[config.mk]
export PLATFORM = sky130hd
export DESIGN_NAME = dma_irq_top
export DESIGN_NICKNAME = d
export VERILOG_FILES = /design/src/design/dma_irq_pkg.sv /design/src/design/drop_counter_if.sv /design/src/design/dma_irq_top.sv /design/src/design/drop_counter.sv
export VERILOG_INCLUDE_DIRS = /design/src /design/src/design
export SDC_FILE = /design/constraint.sdc
export NUM_CORES = 1
export LEC_CHECK = 0
export ABC_AREA = 1
export BUFFER_PORTS_ARGS = -buffer_cell sky130_fd_sc_hd__clkbuf_2
export CORE_MARGIN = 5
export CORE_UTILIZATION = 40
export DETAILED_ROUTE_END_ITERATION = 16
export SLEW_MARGIN = 15
export SYNTH_ARGS = -nofsm -noshare
export SYNTH_HDL_FRONTEND = slang
export SYNTH_HIERARCHICAL = 1
export SYNTH_SLANG_ARGS = --single-unit
[constraint.sdc]
create_clock -name clk_i -period 2.4 [get_ports clk_i]
set_input_delay 0.24 -clock clk_i [delete_from_list [all_inputs] [get_ports clk_i]]
set_output_delay 0.24 -clock clk_i [all_outputs]
set_load 0.02 [all_outputs]
[src/design/dma_irq_cfg.svh]
// register offsets, field positions and reset values of the dma event mask and lost-frame counters
`ifndef DMA_IRQ_CFG_SVH
`define DMA_IRQ_CFG_SVH

`define MASK_REG_OFS      8'h1c
`define LOST_REG_OFS      8'h20
`define EVENT_REG_OFS     8'h24
`define SUSPEND_REG_OFS   8'h28
`define ADDR_W            8

`define TX_DONE_BIT       0
`define TX_STOP_BIT       1
`define TX_NOBUF_BIT      2
`define RX_DONE_BIT       6
`define RX_NOBUF_BIT      7
`define RX_STOP_BIT       8
`define RX_WDOG_BIT       9
`define ABN_SUM_BIT       15
`define NRM_SUM_BIT       16

`define MASK_RW_BITS      32'h0001_c7e7
`define MASK_RESET        32'h0000_0000

`define FIFO_CNT_LSB      17
`define FIFO_CNT_W        11
`define FIFO_WRAP_BIT     28
`define NOBUF_CNT_LSB     0
`define NOBUF_CNT_W       16
`define NOBUF_WRAP_BIT    16

`endif

[src/design/dma_irq_pkg.sv]
// shared types of the dma event mask block
package dma_irq_pkg;
    typedef logic [31:0] word_t;
    typedef enum logic [2:0] {
        BUS_IDLE = 3'b001,
        BUS_ACK  = 3'b010,
        BUS_WAIT = 3'b100
    } bus_state_e;
endpackage : dma_irq_pkg

[src/design/drop_counter_if.sv]
// carrier between the top module and one lost-frame counter
interface drop_counter_if #(parameter int W = 16);
    logic         bump;
    logic         clear;
    logic [W-1:0] count;
    logic         wrap;
    modport owner (input bump, input clear, output count, output wrap);
    modport user  (output bump, output clear, input count, input wrap);
endinterface : drop_counter_if

[src/design/dma_irq_top.sv]
// dma interrupt enable gating and lost-frame counters behind a classic wishbone slave
// How it works
// reset or a software reset clears every enable bit of the mask register.
// bit 16 gates transmit-done, transmit-no-buffer and receive-done as the normal group.
// bit 15 gates transmit-stopped, receive-no-buffer and receive-stopped as the abnormal group.
// receive watchdog interrupts only with bit 9 and bit 15 set.
// receive-stopped interrupts only with bit 8 and bit 15 set.
// receive-no-buffer interrupts only with bit 7 and bit 15 set.
// receive-done interrupts only with bit 6 and bit 15 set, and here also needs bit 16.
// transmit-no-buffer interrupts only with bit 2 and bit 16 set.
// transmit-stopped interrupts only with bit 1 and bit 15 set.
// transmit-done interrupts only with bit 0 and bit 16 set.
// bits 27:17 count frames lost to a full receive fifo.
// bit 28 flags a wrap of the fifo-full count and clears on read.
// bits 15:0 count frames dropped for want of a receive buffer.
// bit 16 flags a wrap of the no-buffer count and clears on read.
// a read of the lost-frame register returns both counts then zeroes them.
// a receive descriptor fetch that finds no owned descriptor suspends and raises rx_no_buffer_flag, and here raises it only when not already suspended.
// a counter stepping from all ones wraps to zero and sets its sticky wrap bit.
//
// Register access over Wishbone was decided locally.
`include "dma_irq_cfg.svh"
module dma_irq_top (
    // clock and reset
    input  wire logic        clk_i,
    input  wire logic        rst_i,
    input  wire logic        soft_rst_i,
    // wishbone slave
    input  wire logic        cyc_i,
    input  wire logic        stb_i,
    input  wire logic        we_i,
    input  wire logic [7:0]  adr_i,
    input  wire logic [3:0]  sel_i,
    input  wire logic [31:0] dat_i,
    output logic      [31:0] dat_o,
    output logic             ack_o,
    // dma event inputs, one-cycle pulses
    input  wire logic        tx_done_i,
    input  wire logic        tx_stop_i,
    input  wire logic        tx_no_buffer_i,
    input  wire logic        rx_done_i,
    input  wire logic        rx_stop_i,
    input  wire logic        rx_watchdog_i,
    input  wire logic        rx_desc_none_i,
    input  wire logic        fifo_full_drop_i,
    input  wire logic        no_buffer_drop_i,
    input  wire logic        rx_resume_i,
    // outputs
    output logic             irq_o,
    output logic             rx_suspended_o
);
    // mask register and its group summaries
    logic [31:0] dma_event_mask_reg;
    logic [31:0] dma_event_mask_next;
    logic [8:0]  event_flags_reg;
    logic        rx_suspended_reg;
    dma_irq_pkg::bus_state_e bus_state_reg;

    wire logic normal_summary_enable   = dma_event_mask_reg[`NRM_SUM_BIT];
    wire logic abnormal_summary_enable = dma_event_mask_reg[`ABN_SUM_BIT];

    // bus decode
    wire logic req      = cyc_i & stb_i & (bus_state_reg == dma_irq_pkg::BUS_IDLE);
    wire logic hit_mask = adr_i == `MASK_REG_OFS;
    wire logic hit_lost = adr_i == `LOST_REG_OFS;
    wire logic hit_evt  = adr_i == `EVENT_REG_OFS;
    wire logic hit_susp = adr_i == `SUSPEND_REG_OFS;
    wire logic wr_mask  = req & we_i & hit_mask;
    wire logic wr_evt   = req & we_i & hit_evt;
    wire logic rd_lost  = req & ~we_i & hit_lost;

    // byte-lane merge of a write into the mask, only defined bits are writable
    wire logic [31:0] lane_mask = {{8{sel_i[3]}}, {8{sel_i[2]}}, {8{sel_i[1]}}, {8{sel_i[0]}}};
    assign dma_event_mask_next = (dma_event_mask_reg & ~(lane_mask & `MASK_RW_BITS))
                               | (dat_i & lane_mask & `MASK_RW_BITS);

    // two lost-frame counters
    drop_counter_if #(.W(`FIFO_CNT_W))  fifo_cnt_if ();
    drop_counter_if #(.W(`NOBUF_CNT_W)) nobuf_cnt_if ();

    assign fifo_cnt_if.bump   = fifo_full_drop_i;
    assign fifo_cnt_if.clear  = rd_lost;
    assign nobuf_cnt_if.bump  = no_buffer_drop_i;
    assign nobuf_cnt_if.clear = rd_lost;

    drop_counter #(.W(`FIFO_CNT_W)) u_fifo_cnt (
        .clk_i (clk_i),
        .rst_i (rst_i),
        .port  (fifo_cnt_if.owner)
    );
    drop_counter #(.W(`NOBUF_CNT_W)) u_nobuf_cnt (
        .clk_i (clk_i),
        .rst_i (rst_i),
        .port  (nobuf_cnt_if.owner)
    );

    // lost-frame register image
    wire logic [31:0] lost_image = {3'h0,
                                    fifo_cnt_if.wrap,
                                    fifo_cnt_if.count,
                                    nobuf_cnt_if.wrap,
                                    nobuf_cnt_if.count};

    // read data mux, unmapped addresses read as zero
    wire logic [31:0] rd_data = hit_mask ? dma_event_mask_reg :
                                hit_lost ? lost_image :
                                hit_evt  ? {23'h0, event_flags_reg} :
                                hit_susp ? {31'h0, rx_suspended_reg} : 32'h0000_0000;

    // a fetch finding no owned descriptor raises the no-buffer flag; while
    // already suspended a repeated empty fetch raises nothing new
    wire logic rx_no_buffer_event = rx_desc_none_i & ~rx_suspended_reg;

    // raw events in status bit order
    wire logic [8:0] raw_events;
    assign raw_events[`TX_DONE_BIT]  = tx_done_i;
    assign raw_events[`TX_STOP_BIT]  = tx_stop_i;
    assign raw_events[`TX_NOBUF_BIT] = tx_no_buffer_i;
    assign raw_events[5:3]           = 3'h0;
    assign raw_events[`RX_DONE_BIT]  = rx_done_i;
    assign raw_events[`RX_NOBUF_BIT] = rx_no_buffer_event;
    assign raw_events[`RX_STOP_BIT]  = rx_stop_i;

    // gated interrupt sources; receive-done needs both summaries because its
    // own enable names the abnormal group while the grouping puts it in normal
    wire logic tx_done_irq  = event_flags_reg[`TX_DONE_BIT]  & dma_event_mask_reg[`TX_DONE_BIT]
                            & normal_summary_enable;                           // see R10
    wire logic tx_nobuf_irq = event_flags_reg[`TX_NOBUF_BIT] & dma_event_mask_reg[`TX_NOBUF_BIT]
                            & normal_summary_enable;                           // see R8
    wire logic rx_done_irq  = event_flags_reg[`RX_DONE_BIT]  & dma_event_mask_reg[`RX_DONE_BIT]
                            & abnormal_summary_enable & normal_summary_enable; // see R7
    wire logic tx_stop_irq  = event_flags_reg[`TX_STOP_BIT]  & dma_event_mask_reg[`TX_STOP_BIT]
                            & abnormal_summary_enable;                         // see R9
    wire logic rx_nobuf_irq = event_flags_reg[`RX_NOBUF_BIT] & dma_event_mask_reg[`RX_NOBUF_BIT]
                            & abnormal_summary_enable;                         // see R6
    wire logic rx_stop_irq  = event_flags_reg[`RX_STOP_BIT]  & dma_event_mask_reg[`RX_STOP_BIT]
                            & abnormal_summary_enable;                         // see R5
    wire logic rx_wdog_irq  = rx_watchdog_i & dma_event_mask_reg[`RX_WDOG_BIT]
                            & abnormal_summary_enable;

    wire logic irq_next = tx_done_irq | tx_nobuf_irq | rx_done_irq | tx_stop_irq
                        | rx_nobuf_irq | rx_stop_irq | rx_wdog_irq;

    // mask register; software reset clears enables like the hardware reset
    always_ff @(posedge clk_i) begin
        if (rst_i || soft_rst_i) begin
            dma_event_mask_reg <= `MASK_RESET;
        end else if (wr_mask) begin
            dma_event_mask_reg <= dma_event_mask_next;
        end
    end

    // sticky event flags, write one to clear; a new event beats the clear so
    // software never loses an event that lands in its own clearing write
    wire logic [8:0] flag_clear_bits  = wr_evt ? dat_i[8:0] : 9'h000;
    wire logic [8:0] event_flags_next = (event_flags_reg & ~flag_clear_bits) | raw_events;

    always_ff @(posedge clk_i) begin
        if (rst_i || soft_rst_i) begin
            event_flags_reg <= 9'h000;
        end else begin
            event_flags_reg <= event_flags_next;
        end
    end

    // receive suspend state: entered on an empty list, left on resume; an
    // empty list in the resume cycle keeps the engine suspended
    wire logic rx_suspended_next = rx_desc_none_i | (rx_suspended_reg & ~rx_resume_i);

    always_ff @(posedge clk_i) begin
        if (rst_i || soft_rst_i) begin
            rx_suspended_reg <= 1'b0;
        end else begin
            rx_suspended_reg <= rx_suspended_next;
        end
    end

    // registered outputs
    always_ff @(posedge clk_i) begin
        if (rst_i || soft_rst_i) begin
            irq_o          <= 1'b0;
            rx_suspended_o <= 1'b0;
        end else begin
            irq_o          <= irq_next;
            rx_suspended_o <= rx_suspended_reg;
        end
    end

    // wishbone handshake: one ack a cycle after the request, then rest until the
    // strobe drops so a held strobe cannot be taken twice
    dma_irq_pkg::bus_state_e bus_state_next;
    logic                    ack_next;
    logic [31:0]             dat_next;

    always_comb begin
        bus_state_next = bus_state_reg;
        ack_next       = 1'b0;
        dat_next       = dat_o;
        case (bus_state_reg)
            dma_irq_pkg::BUS_IDLE: begin
                if (req) begin
                    ack_next       = 1'b1;
                    dat_next       = rd_data;
                    bus_state_next = dma_irq_pkg::BUS_ACK;
                end
            end
            dma_irq_pkg::BUS_ACK: begin
                bus_state_next = dma_irq_pkg::BUS_WAIT;
            end
            dma_irq_pkg::BUS_WAIT: begin
                if (!(cyc_i && stb_i)) begin
                    bus_state_next = dma_irq_pkg::BUS_IDLE;
                end
            end
            default: begin
                bus_state_next = dma_irq_pkg::BUS_IDLE;
            end
        endcase
    end

    // bus registers; a software reset leaves a running handshake alone
    always_ff @(posedge clk_i) begin
        if (rst_i) begin
            bus_state_reg <= dma_irq_pkg::BUS_IDLE;
            ack_o         <= 1'b0;
            dat_o         <= 32'h0000_0000;
        end else begin
            bus_state_reg <= bus_state_next;
            ack_o         <= ack_next;
            dat_o         <= dat_next;
        end
    end
endmodule : dma_irq_top

[src/design/drop_counter.sv]
// one saturating-free lost-frame counter with sticky wrap flag
module drop_counter #(
    parameter int W = 16
) (
    input  wire logic         clk_i,
    input  wire logic         rst_i,
    drop_counter_if.owner     port
);
    logic [W-1:0] count_reg;
    logic         wrap_reg;
    wire  logic   all_ones = &count_reg;

    // refuse widths that the lost-frame register cannot hold
    if (W < 1 || W > 31) begin : g_bad_width
        $error("drop_counter width out of range");
    end

    // clear on read; a frame lost in the read cycle still counts as one
    always_ff @(posedge clk_i) begin
        if (rst_i) begin
            count_reg <= '0;
            wrap_reg  <= 1'b0;
        end else begin
            if (port.clear) begin
                count_reg <= port.bump ? W'(1) : '0;
                wrap_reg  <= 1'b0;
            end else if (port.bump) begin
                count_reg <= count_reg + W'(1);  // wraps to zero
                if (all_ones) wrap_reg <= 1'b1;
            end
        end
    end

    assign port.count = count_reg;
    assign port.wrap  = wrap_reg;
endmodule : drop_counter

# Yosys cells after proc, flatten, opt, wreduce, memory -nomap -nowiden
# Index checks and enable logic that the tools add are counted.
# W data, S select, Z words.
[classes]
n_addsub = 2
n_eq_ne = 9
n_mux = 15
bitwise_logic = 42
reduce_logical = 10
[op_table]
columns = ["op", "count"]
rows = [
  ["$and A32 B32 Y32", 1],
  ["$mux W16", 2],
  ["$mux W32", 1],
  ["$not A17 Y32", 1],
  ["$or A32 B17 Y32", 1],
  ["$mux W29", 1],
  ["$and A1 B1 Y1", 24],
  ["$eq A8 B6 Y1 const B", 3],
  ["$mux W11", 2],
  ["$mux W9", 2],
  ["$and A17 B17 Y17", 1],
  ["$reduce_and A17 Y1", 1],
  ["$add A16 B1 Y16 const B", 1],
  ["$reduce_and A12 Y1", 1],
  ["$add A11 B1 Y11 const B", 1],
  ["$and A9 B9 Y9", 1],
  ["$not A9 Y9", 1],
  ["$or A9 B9 Y9", 1],
  ["$pmux W3 S3", 1],
  ["$eq A8 B5 Y1 const B", 1],
  ["$or A1 B1 Y1", 7],
  ["$mux W3", 2],
  ["$mux W1", 4],
  ["$ne A2 B2 Y1 const B", 2],
  ["9 further kinds", 15],
]
[word_totals]
ff_bits = 109
input_bits = 60
out_inout_bits = 35
word_cells = 90

# Longest topological paths before layout
# Gate-level depths: netlist (run 1).
[depth]
depth_word = 8
mapped_depth = 12
depth_no_buf = 11

# Modules after synthesis
# The synthesis (run 1) kept the hierarchy.
[by_module_without_submodules]
columns = ["module", "instances", "cells_per_inst", "area_each_um2", "seq_area_each_um2"]
rows = [
  ["dma_irq_top", 1, 422, 2772.7, 1141.1],
  ["drop_counter (u_nobuf_cnt)", 1, 127, 874.6, 340.3],
  ["drop_counter (u_fifo_cnt)", 1, 86, 604.3, 240.2],
]

# Least setup slack after synthesis (run 1)
# Ideal clock, no wire load.
[synth_timing]
path_type = "register -> register"
startpoint = "reg bus_state_reg[1]"
endpoint = "reg u_nobuf_cnt.count_reg[8], in the netlist u_nobuf_cnt/port.count[8]"
setup_time_ns = 0.119
arrival_ns = 1.740
t_required_ns = 2.281
setup_slack_ns = 0.541
path_stages_with_launch = 11
n_path_buf = 1
period_less_slack_ns = 1.859
path_cell_list = "dfxtp_1 -> inv_1 -> nand3_2 -> nor2_4 -> buf_2 -> and3_1 -> nor2_2 -> nor2_4 -> nand2_1 -> nor3b_1 -> nor2_1"
[synth_via]
elab_chain_len = 5
word_cells_on_any_way = 6
classes_between = "1 x eq/ne; 1 x mux; 3 x bitwise; 1 x reduce/logical"
[synth_lines]
columns = ["element", "line_no", "text"]
rows = [
  ["start, declared", "dma_irq_top.sv:57", "dma_irq_pkg::bus_state_e bus_state_reg;"],
  ["start signal, assigned", "dma_irq_top.sv:224", "bus_state_reg <= dma_irq_pkg::BUS_IDLE;"],
  ["start signal, assigned", "dma_irq_top.sv:228", "bus_state_reg <= bus_state_next;"],
  ["$eq A3 B1 Y1 *", "dma_irq_top.sv:63", "wire logic req = cyc_i & stb_i & (bus_state_reg == dma_irq_pkg::BUS_IDLE);"],
  ["$and A1 B1 Y1 *", "dma_irq_top.sv:63", ""],
  ["$and A1 B1 Y1 * (2 in a row)", "dma_irq_top.sv:70", "wire logic rd_lost = req & ~we_i & hit_lost;"],
  ["named net fifo_cnt_if.clear", "drop_counter_if.sv:4", "logic clear;"],
  ["$mux W16 or $reduce_bool A2 Y1 (tied branches)", "-", ""],
  ["end signal, assigned", "drop_counter.sv:25", "count_reg <= port.bump ? W'(1) : '0;"],
  ["end signal, assigned", "drop_counter.sv:28", "count_reg <= count_reg + W'(1);"],
  ["end, declared", "drop_counter.sv:9", "logic [W-1:0] count_reg;"],
]
# The timed path passes the listed nets; every way through them passes the cells marked *.
# A chain may end at the register's enable or synchronous reset.

# Worst setup path after layout (run 1)
[layout_timing]
startpoint = "reg bus_state_reg[2]"
endpoint = "reg u_nobuf_cnt.count_reg[4], in the netlist u_nobuf_cnt/port.count[4]"
# Same word-level chain as after synthesis.

==> results of run 1 <==
[cell families (layout without fill, tap and decap cells)]
group / after synthesis / count (layout) / synth area share (%)
simple gates: 371 / 371 / 40.3
buf+inv: 115 / 195 / 11.4
flops: 86 / 86 / 40.5
compound gates: 60 / 60 / 7.21
fa+ha+maj: 2 / 2 / 0.588
other cells: 1 / 3 / 0.0882
[how the worst max path moves through the flow]
| stage | startpoint | to | slack, ns | depth (start not counted) |
|---|---|---|---|---|
| after floorplan | bus_state_reg[1] | u_nobuf_cnt/port.count[8] | 0.54 | 10 |
| after global placement | adr_i[7] | u_nobuf_cnt/port.count[14] | 0.53 | 13 |
| after detailed placement | adr_i[1] | u_nobuf_cnt/port.count[14] | 0.48 | 13 |
| after CTS | bus_state_reg[2] | u_nobuf_cnt/port.count[2] | 0.61 | 8 |
| after global routing | bus_state_reg[2] | u_nobuf_cnt/port.count[4] | 0.40 | 8 |
| final | bus_state_reg[2] | u_nobuf_cnt/port.count[4] | 0.64 | 8 |
[per-layer routing]
layer | track usage, % | vias to the layer above | wire [µm]
met5 | 0 | - | 0
met4 | 6.33 | 0 | 156
met3 | 2.83 | 10 | 583
met2 | 29.2 | 106 | 4920
met1 | 24.3 | 1880 | 5410
li1 | - | 2132 | -
[synth_stat cells, types with 7 or more instances]
library cell	count
buf_4	7
nor2_2	7
nand3_1	64
nor2_1	87
a21oi_1	49
inv_1	90
nor2_4	10
nor3_1	7
dfxtp_1	86
nand2_1	164
nand4_1	11
nand3_2	7
buf_2	8
[cell type report]
class                   instances  area, µm²
well taps                     136        170
clock buffers                  11        141
inverters                      95        357
fillers                      1083       5370
repair buffers                 84        450
flip-flops and latches         86       1720
multi-input cells             436       2050
clock inverters                 5       57.6
[report_power, final]
group	switching, W	leakage, nW	internal (W)	total [W]
clock network	0.000542	0.104	0.000513	0.00106
logic	0.000143	1.52	0.0000715	0.000215
registers	0.0000181	0.696	0.00145	0.00146
total	0.000704	2.32	0.00203	0.00273
[metrics by stage]
stage | std cells | hold slack, ns
detailed placement | 837 | 0.448
CTS | 853 | 0.0873
global route | 853 | 0.0933
global placement | 837 | 0.447
finish | 853 | 0.102
floorplan | 637 | 0.309
[worst max-delay path, cell delays in order, from the launching register on]
cell	delay, ns
dfxtp_1	0.37
inv_2	0.05
nand3_2	0.11
nor2_4	0.04
and3_1	0.22
buf_4	0.18
nor2_1	0.30
inv_1	0.19
nor3_1	0.21
[cells in the final DEF, fill, tap and decap left out, types with 4 or more instances in the layout]
cell	Yosys	routed
a21oi_1	49	49
buf_4	7	12
clkbuf_2	0	72
clkbuf_8	0	10
dfxtp_1	86	86
inv_1	90	90
inv_2	4	4
nand2_1	164	164
nand2_2	4	4
nand3_1	64	64
nand3_2	7	7
nand4_1	11	11
nor2_1	87	87
nor2_2	7	7
nor2_4	10	10
nor3_1	7	7
o21ai_0	6	6
==> flow_summary.json, run 1 <==
{
  "status": "finished, final reports clean",
  "relSlewSlack_pct": 61.7,
  "p_leak_nw": 2.32,
  "antenna_cells": 0,
  "finalSetupViolCount": 0,
  "cts_made_buffers": 9,
  "grt.overflow.total": 0,
  "grt_usage_pct": 18.0,
  "ys_warn_count": 6,
  "drt_iter0_drc": 253,
  "arrival_ns": 2.03,
  "fin_area_um2": 4950,
  "crit_type": "flop to flop",
  "cts_setup_buffers": 0,
  "max_freq_mhz": 569,
  "cts_max_level": 3,
  "nets": 774,
  "fin_crit_sh_pct": 73.3,
  "worstReg2RegEnd": "u_nobuf_cnt/port.count[4]",
  "core_um2": 10300,
  "cts_root_buffer": "clkbuf_8",
  "viasPerCell": 4.84,
  "ys_seq_area_share_pct": 40.5,
  "hold_violations": 0,
  "grt_max_degree": 34,
  "regToRegSetupSlack_ns": 0.64,
  "netlist.area_leader.share_pct": 40.5,
  "cts_tree": "built",
  "fp.dieW_um": 113,
  "num_rows": 37,
  "drv_cap": 0,
  "finalWeightedCongestion": 0.880,
  "synth_cells": 635,
  "die_area_um2": 12800,
  "route.detailed.drc": 0,
  "dpl-instance-area_um2": 4750,
  "layout-drive-gt1-share_pct": 19.0,
  "clkTransAtPathRegs_ns": 0.09,
  "syn_area_um2": 4250,
  "rsz0062_at_grt": "no",
  "cts_max_path_buffers": 2,
  "cts_hold_buf": 0,
  "endpoint_kind": "flop",
  "worst_hold_startpoint": "tx_done_i",
  "dp_hpwl_mm": 8.43,
  "synth_seq_cells": 86,
  "fin_worst_skew_ns": 0.0107,
  "drt-total-wl_mm": 11.1,
  "max_slew.worst_pin.slew_ns": 0.573,
  "avgRoutedWirePerCell_um": 13.0,
  "synth_edf_count": 0,
  "hold_depth": 3,
  "grt_pass1_wl_mm": 18.8,
  "start_kind": "flop",
  "tns_ns": 0,
  "power.density_nw_per_um2": 552,
  "route.vias.total": 4128,
  "synthFlopType": "dfxtp_1",
  "fin_crit_ns": 1.76,
  "ir_worst_vdd_v": 0.000275,
  "r2r_cells": 8,
  "fin_ws_ns": 0.641,
  "power_w": 0.00273,
  "cts_sinks": 86,
  "ant_nets": 0,
  "post-route-util_pct": 48.0,
  "place_ws_ns": 0.483,
  "cp.required_ns": 2.67,
  "synth_top_cell_by_area": "dfxtp_1",
  "hold_class": "input pin to flop",
  "initial_core_util_pct": 41.2,
  "antenna_found_initial": 0,
  "pin_count": 95,
  "rr_startpoint": "bus_state_reg[2]",
  "synth_area_leaders": "dfxtp_1, nand2_1, inv_1",
  "grt_pass1_vias": 3955,
  "async_flop_share_pct": 0,
  "hold_path_end": "event_flags_reg[0]",
  "clk_latency_ns": 0.36,
  "postSynthAreaPerCell_um2": 6.70,
  "maxSlewViolCount": 0,
  "portBuffers": 72,
  "dieHeight_um": 113,
  "critPathMaxFanout": 6,
  "post_cts_resized": 0,
  "drt-pass1-iter-count": 5,
  "ys_types": 31,
  "areaGrowthSynthToFinish_pct": 16.5
}
Note: power is estimated with default switching activity, not from simulation.
==> run 2: changes to the inputs <==
- clock period: 2.4 -> 1.65 ns (I/O delays scaled with it)
==> flow_summary.json, run 2 (same netlist as run 1, synthesis figures left out) <==
{
  "ir_worst_vdd_v": 0.000500,
  "portBuffers": 72,
  "layout_commonest_cell": "nand2_1",
  "critical-path-max-stage-delay_ns": 0.31,
  "finalWeightedCongestion": 0.877,
  "route.vias.total": 4122,
  "critPathMaxFanout": 8,
  "clkTransAtPathRegs_ns": 0.08,
  "initial_core_util_pct": 41.2,
  "drt_iter0_drc": 262,
  "layout-drive-gt1-share_pct": 22.0,
  "final_cell_mix": "nand2_1, inv_1, nor2_1",
  "cts_made_buffers": 9,
  "place_ws_ns": -0.127,
  "antenna_found_initial": 0,
  "arrival_ns": 1.84,
  "seqCellArea_um2": 1720,
  "fin_worst_skew_ns": 0.0104,
  "viasPerCell": 4.70,
  "hold_class": "input pin to flop",
  "critPathSlowestCell": "dfxtp_1",
  "rsz0062_at_grt": "yes",
  "hold_violations": 0,
  "route.detailed.drc": 0,
  "grt_pass1_vias": 3924,
  "cts_max_level": 3,
  "endpoint_kind": "flop",
  "stdcell_count": 877,
  "finalSetupViolCount": 0,
  "drt-pass1-iter-count": 4,
  "dp_hpwl_mm": 8.45,
  "crit_buf_inv": 2,
  "grt.overflow.total": 0,
  "ant_nets": 0,
  "fin_ws_ns": 0.0670,
  "crit_chain": "inv_2 -> nand3_4 -> nor2_4 -> and3_4 -> nor2_4 -> nor2_4 -> buf_4 -> and3_1 -> nor3_1",
  "fp.dieW_um": 113,
  "drt-total-wl_mm": 11.0,
  "dieHeight_um": 113,
  "crit_path_frequent_cell": "nor2_4",
  "crit_type": "flop to flop",
  "nets": 798,
  "maxSlewViolCount": 0,
  "cts_max_path_buffers": 2,
  "avgRoutedWirePerCell_um": 12.5,
  "antenna_cells": 0,
  "fin_crit_ns": 1.58,
  "core_um2": 10300,
  "clk_latency_ns": 0.37,
  "drv_cap": 0,
  "cp.required_ns": 1.91,
  "cts_root_buffer": "clkbuf_8",
  "grt_usage_pct": 18.0,
  "num_rows": 37,
  "fillCellCount": 1080,
  "power_w": 0.00400,
  "critPathTopFamily": "simple AND/OR/NAND/NOR gates",
  "power.density_nw_per_um2": 771,
  "max_freq_mhz": 632,
  "cts_tree": "built",
  "multiInputGateArea_um2": 2080,
  "start_kind": "flop",
  "dpl.cell_count": 852,
  "areaGrowthSynthToFinish_pct": 22.0,
  "grt_pass1_wl_mm": 18.7,
  "fin_crit_sh_pct": 95.9,
  "pin_count": 95,
  "status": "finished, final reports clean",
  "cts_sinks": 86,
  "die_area_um2": 12800,
  "grt_max_degree": 22,
  "p_leak_nw": 2.45
}
==> run 2: cell types whose count changed in the layout (fill, tap and decap cells not counted), moves of 2 or more <==
cell,delta
nor2_4,+2
buf_4,+20
dlygate4sd3_1,+3
nor2_2,-2
dfxtp_2,+2
dfxtp_1,-2
==> run 2: final cells by class <==
type	count	share of cell area [%]
sequential	86	33.2
timing repair buffer	108	12.5
clock buffer	12	2.99
tap	136	3.28
inverter	95	6.88
multi-input combinational	436	40.2
clock inverter	4	0.869
==> run 2: per-stage QoR <==
| stage | hold WS, ns | TNS, ns | area (µm²) | utilization [%] |
|---|---|---|---|---|
| 2_1_floorplan | 0.234 | 0 | 4290 | - |
| 3_3_place_gp | 0.388 | -0.871 | 4900 | 47.5 |
| 3_5_place_dp | 0.391 | -1.27 | 4900 | 47.5 |
| 4_1_cts | 0.00290 | 0 | 5140 | 49.8 |
| 5_1_grt | 0.00873 | -0.211 | 5190 | 50.2 |
| 6_report | 0.0131 | 0 | 5190 | 50.2 |
==> run 2: timing repair <==
action / 4_1_cts / 5_1_grt
setup endpoints to repair: 2 / 16
pin swaps: 2 / 12
setup buffers: 1 / 5
gates resized for setup: 0 / 2
hold endpoints to repair: 3 / 0
hold buffers: 3 / 0
==> run 2: final timing paths <==
check                          start                        end  slack (ns)  depth (start not counted)
setup / recovery    bus_state_reg[1]  u_nobuf_cnt/port.count[7]        0.07                          9
hold / removal             tx_stop_i         event_flags_reg[1]        0.01                          3
setup reg to reg    bus_state_reg[1]  u_nobuf_cnt/port.count[7]        0.07                          9
hold reg to reg   event_flags_reg[5]         event_flags_reg[5]        0.46                          2
==> run 2: worst reg2reg max path: stages (launching register included) <==
cell,delay (ns)
dfxtp_1,0.31
inv_2,0.08
nand3_4,0.09
nor2_4,0.13
and3_4,0.28
nor2_4,0.07
nor2_4,0.19
buf_4,0.15
and3_1,0.13
nor3_1,0.05
==> run 2: power by group <==
| part | total (W) | leakage (nW) | switching (W) | internal [W] |
|---|---|---|---|---|
| logic | 0.000344 | 1.64 | 0.000213 | 0.000131 |
| registers | 0.00213 | 0.696 | 0.0000265 | 0.00210 |
| clock network | 0.00153 | 0.106 | 0.000750 | 0.000776 |
==> run 2: routing by layer <==
metal | vias to the layer above | global-route usage (%) | wire length [µm]
li1 | 2179 | - | -
met1 | 1845 | 24.5 | 5300
met2 | 89 | 28.4 | 4860
met3 | 9 | 5.08 | 714
met4 | 0 | 4.41 | 110
met5 | - | 0 | 0
==> run 3: changes to the inputs <==
- BUFFER_PORTS_ARGS: -buffer_cell sky130_fd_sc_hd__clkbuf_2 -> default
- DONT_BUFFER_PORTS: default -> 1
==> flow_summary.json, run 3 (same netlist as run 1, synthesis figures left out) <==
{
  "critPathSlowestCell": "dfxtp_1",
  "areaGrowthSynthToFinish_pct": 16.0,
  "worst_hold_startpoint": "dat_i[8]",
  "initial_core_util_pct": 41.2,
  "crit_path_frequent_cell": "nor2_4",
  "hold_depth": 3,
  "core_um2": 10300,
  "num_rows": 37,
  "critPathTopFamily": "simple AND/OR/NAND/NOR gates",
  "start_kind": "flop",
  "hold_class": "input pin to flop",
  "cts_tree": "built",
  "antenna_cells": 0,
  "ant_nets": 0,
  "antenna_found_initial": 0,
  "drt-total-wl_mm": 11.0,
  "p_leak_nw": 2.15,
  "fin_crit_ns": 1.56,
  "clkTransAtPathRegs_ns": 0.09,
  "route.vias.total": 3953,
  "clk_latency_ns": 0.36,
  "cts_max_level": 3,
  "fin_crit_sh_pct": 94.5,
  "ir_worst_vdd_v": 0.000307,
  "cts_made_buffers": 9,
  "pwr-share-comb_pct": 7.5,
  "finalWeightedCongestion": 0.882,
  "max_freq_mhz": 642,
  "worstReg2RegEnd": "u_nobuf_cnt/port.count[15]",
  "status": "finished, final reports clean",
  "rsz0062_at_grt": "yes",
  "crit_type": "flop to flop",
  "drt_iter0_drc": 239,
  "die_area_um2": 12800,
  "regToRegSetupSlack_ns": 0.09,
  "critPathMaxFanout": 8,
  "stdcell_count": 814,
  "cts_sinks": 86,
  "drt-pass1-iter-count": 5,
  "endpoint_kind": "flop",
  "crit_chain": "inv_2 -> nand3_4 -> nor2_4 -> and3_4 -> nor2_4 -> nor2_4 -> nand4_1 -> nand2_1 -> nand2_1 -> nor2_1",
  "fp.dieW_um": 113,
  "grt_pass1_vias": 3723,
  "cp.required_ns": 1.96,
  "avgRoutedWirePerCell_um": 13.6,
  "dieHeight_um": 113,
  "grt_usage_pct": 17.5,
  "critical-path-max-stage-delay_ns": 0.31,
  "arrival_ns": 1.87,
  "route.detailed.drc": 0,
  "fin_ws_ns": 0.0914,
  "fin_worst_skew_ns": 0.0171,
  "cts_root_buffer": "clkbuf_8",
  "maxSlewViolCount": 0,
  "dp_hpwl_mm": 7.92,
  "cts_max_path_buffers": 2,
  "hold_path_end": "event_flags_reg[8]",
  "dpl.cell_count": 770,
  "crit_buf_inv": 1,
  "drv_cap": 0,
  "p_sw_w": 0.000980,
  "layout-drive-gt1-share_pct": 12.2,
  "holdWs_ns": 0.0139,
  "hold_violations": 0,
  "fillCellCount": 1032,
  "viasPerCell": 4.86,
  "finalSetupViolCount": 0,
  "final_cell_mix": "nand2_1, inv_1, nor2_1",
  "pin_count": 95,
  "rr_startpoint": "bus_state_reg[1]",
  "power.internal_w": 0.00281,
  "portBuffers": 0,
  "clkPwrFrac_pct": 35.9,
  "layout_commonest_cell": "nand2_1",
  "grt_pass1_wl_mm": 18.0,
  "place_ws_ns": -0.0481,
  "grt_max_degree": 34,
  "swShare_pct": 25.9,
  "grt.overflow.total": 0,
  "seqPwrFrac_pct": 56.6,
  "power_w": 0.00379,
  "r2r_cells": 10,
  "power.density_nw_per_um2": 768,
  "nets": 736
}
-- run 3: how the worst max path moves through the flow --
| stage | endpoint | startpoint | slack, ns | cells past startpoint |
|---|---|---|---|---|
| after floorplan | u_nobuf_cnt/port.count[8] | bus_state_reg[1] | 0.006 | 10 |
| after global placement | u_nobuf_cnt/port.count[8] | adr_i[7] | -0.03 | 10 |
| after detailed placement | u_nobuf_cnt/port.count[14] | adr_i[7] | -0.05 | 11 |
| after CTS | u_nobuf_cnt/port.count[14] | bus_state_reg[1] | 0.02 | 10 |
| after global routing | u_nobuf_cnt/port.count[15] | bus_state_reg[2] | -0.03 | 10 |
| final | u_nobuf_cnt/port.count[15] | bus_state_reg[1] | 0.09 | 10 |
-- run 3: through the flow --
step	utilization (%)	TNS, ns	instance area [µm²]
2_1_floorplan	-	0	4290
3_3_place_gp	43.2	-0.0907	4460
3_5_place_dp	43.2	-0.183	4460
4_1_cts	47.2	0	4870
5_1_grt	47.8	-0.0422	4930
6_report	47.8	0	4930
-- run 3: timing repair --
item	in CTS	in global routing
endpoints found under the hold margin	57	0
setup buffers	0	6
pin swaps	0	9
cloned	0	0
gates resized for setup	1	4
hold buffers	23	0
endpoints found under the setup margin	1	19
-- run 3: cell type report --
class	count	area (µm²)	share of cell area, %
clock buffers	11	141	2.87
clock inverters	4	31.3	0.634
inverters	95	357	7.23
multi-input cells	436	2090	42.4
flip-flops and latches	86	1720	35.0
well taps	136	170	3.45
repair buffers	46	417	8.45
-- run 3: power groups by stage --
| stage | sequential [W] | clock [W] | combinational (W) |
|---|---|---|---|
| floorplan | 0.00218 | 0 | 0.000182 |
| global placement | 0.00219 | 0 | 0.000205 |
| detailed placement | 0.00219 | 0 | 0.000208 |
| CTS | 0.00215 | 0.00139 | 0.000276 |
| global route | 0.00215 | 0.00149 | 0.000317 |
| finish | 0.00214 | 0.00136 | 0.000285 |
-- run 3: metal layers --
layer	track usage, %	wire length [µm]
met1	23.0	5070
met2	27.1	4930
met3	4.44	803
met4	7.45	233
met5	0	0
-- run 3: worst register-to-register path, stage by stage (launching register included) --
cell and delay (ns):
dfxtp_1 0.31, inv_2 0.08, nand3_4 0.08, nor2_4 0.11
and3_4 0.27, nor2_4 0.07, nor2_4 0.19, nand4_1 0.14
nand2_1 0.10, nand2_1 0.05, nor2_1 0.10
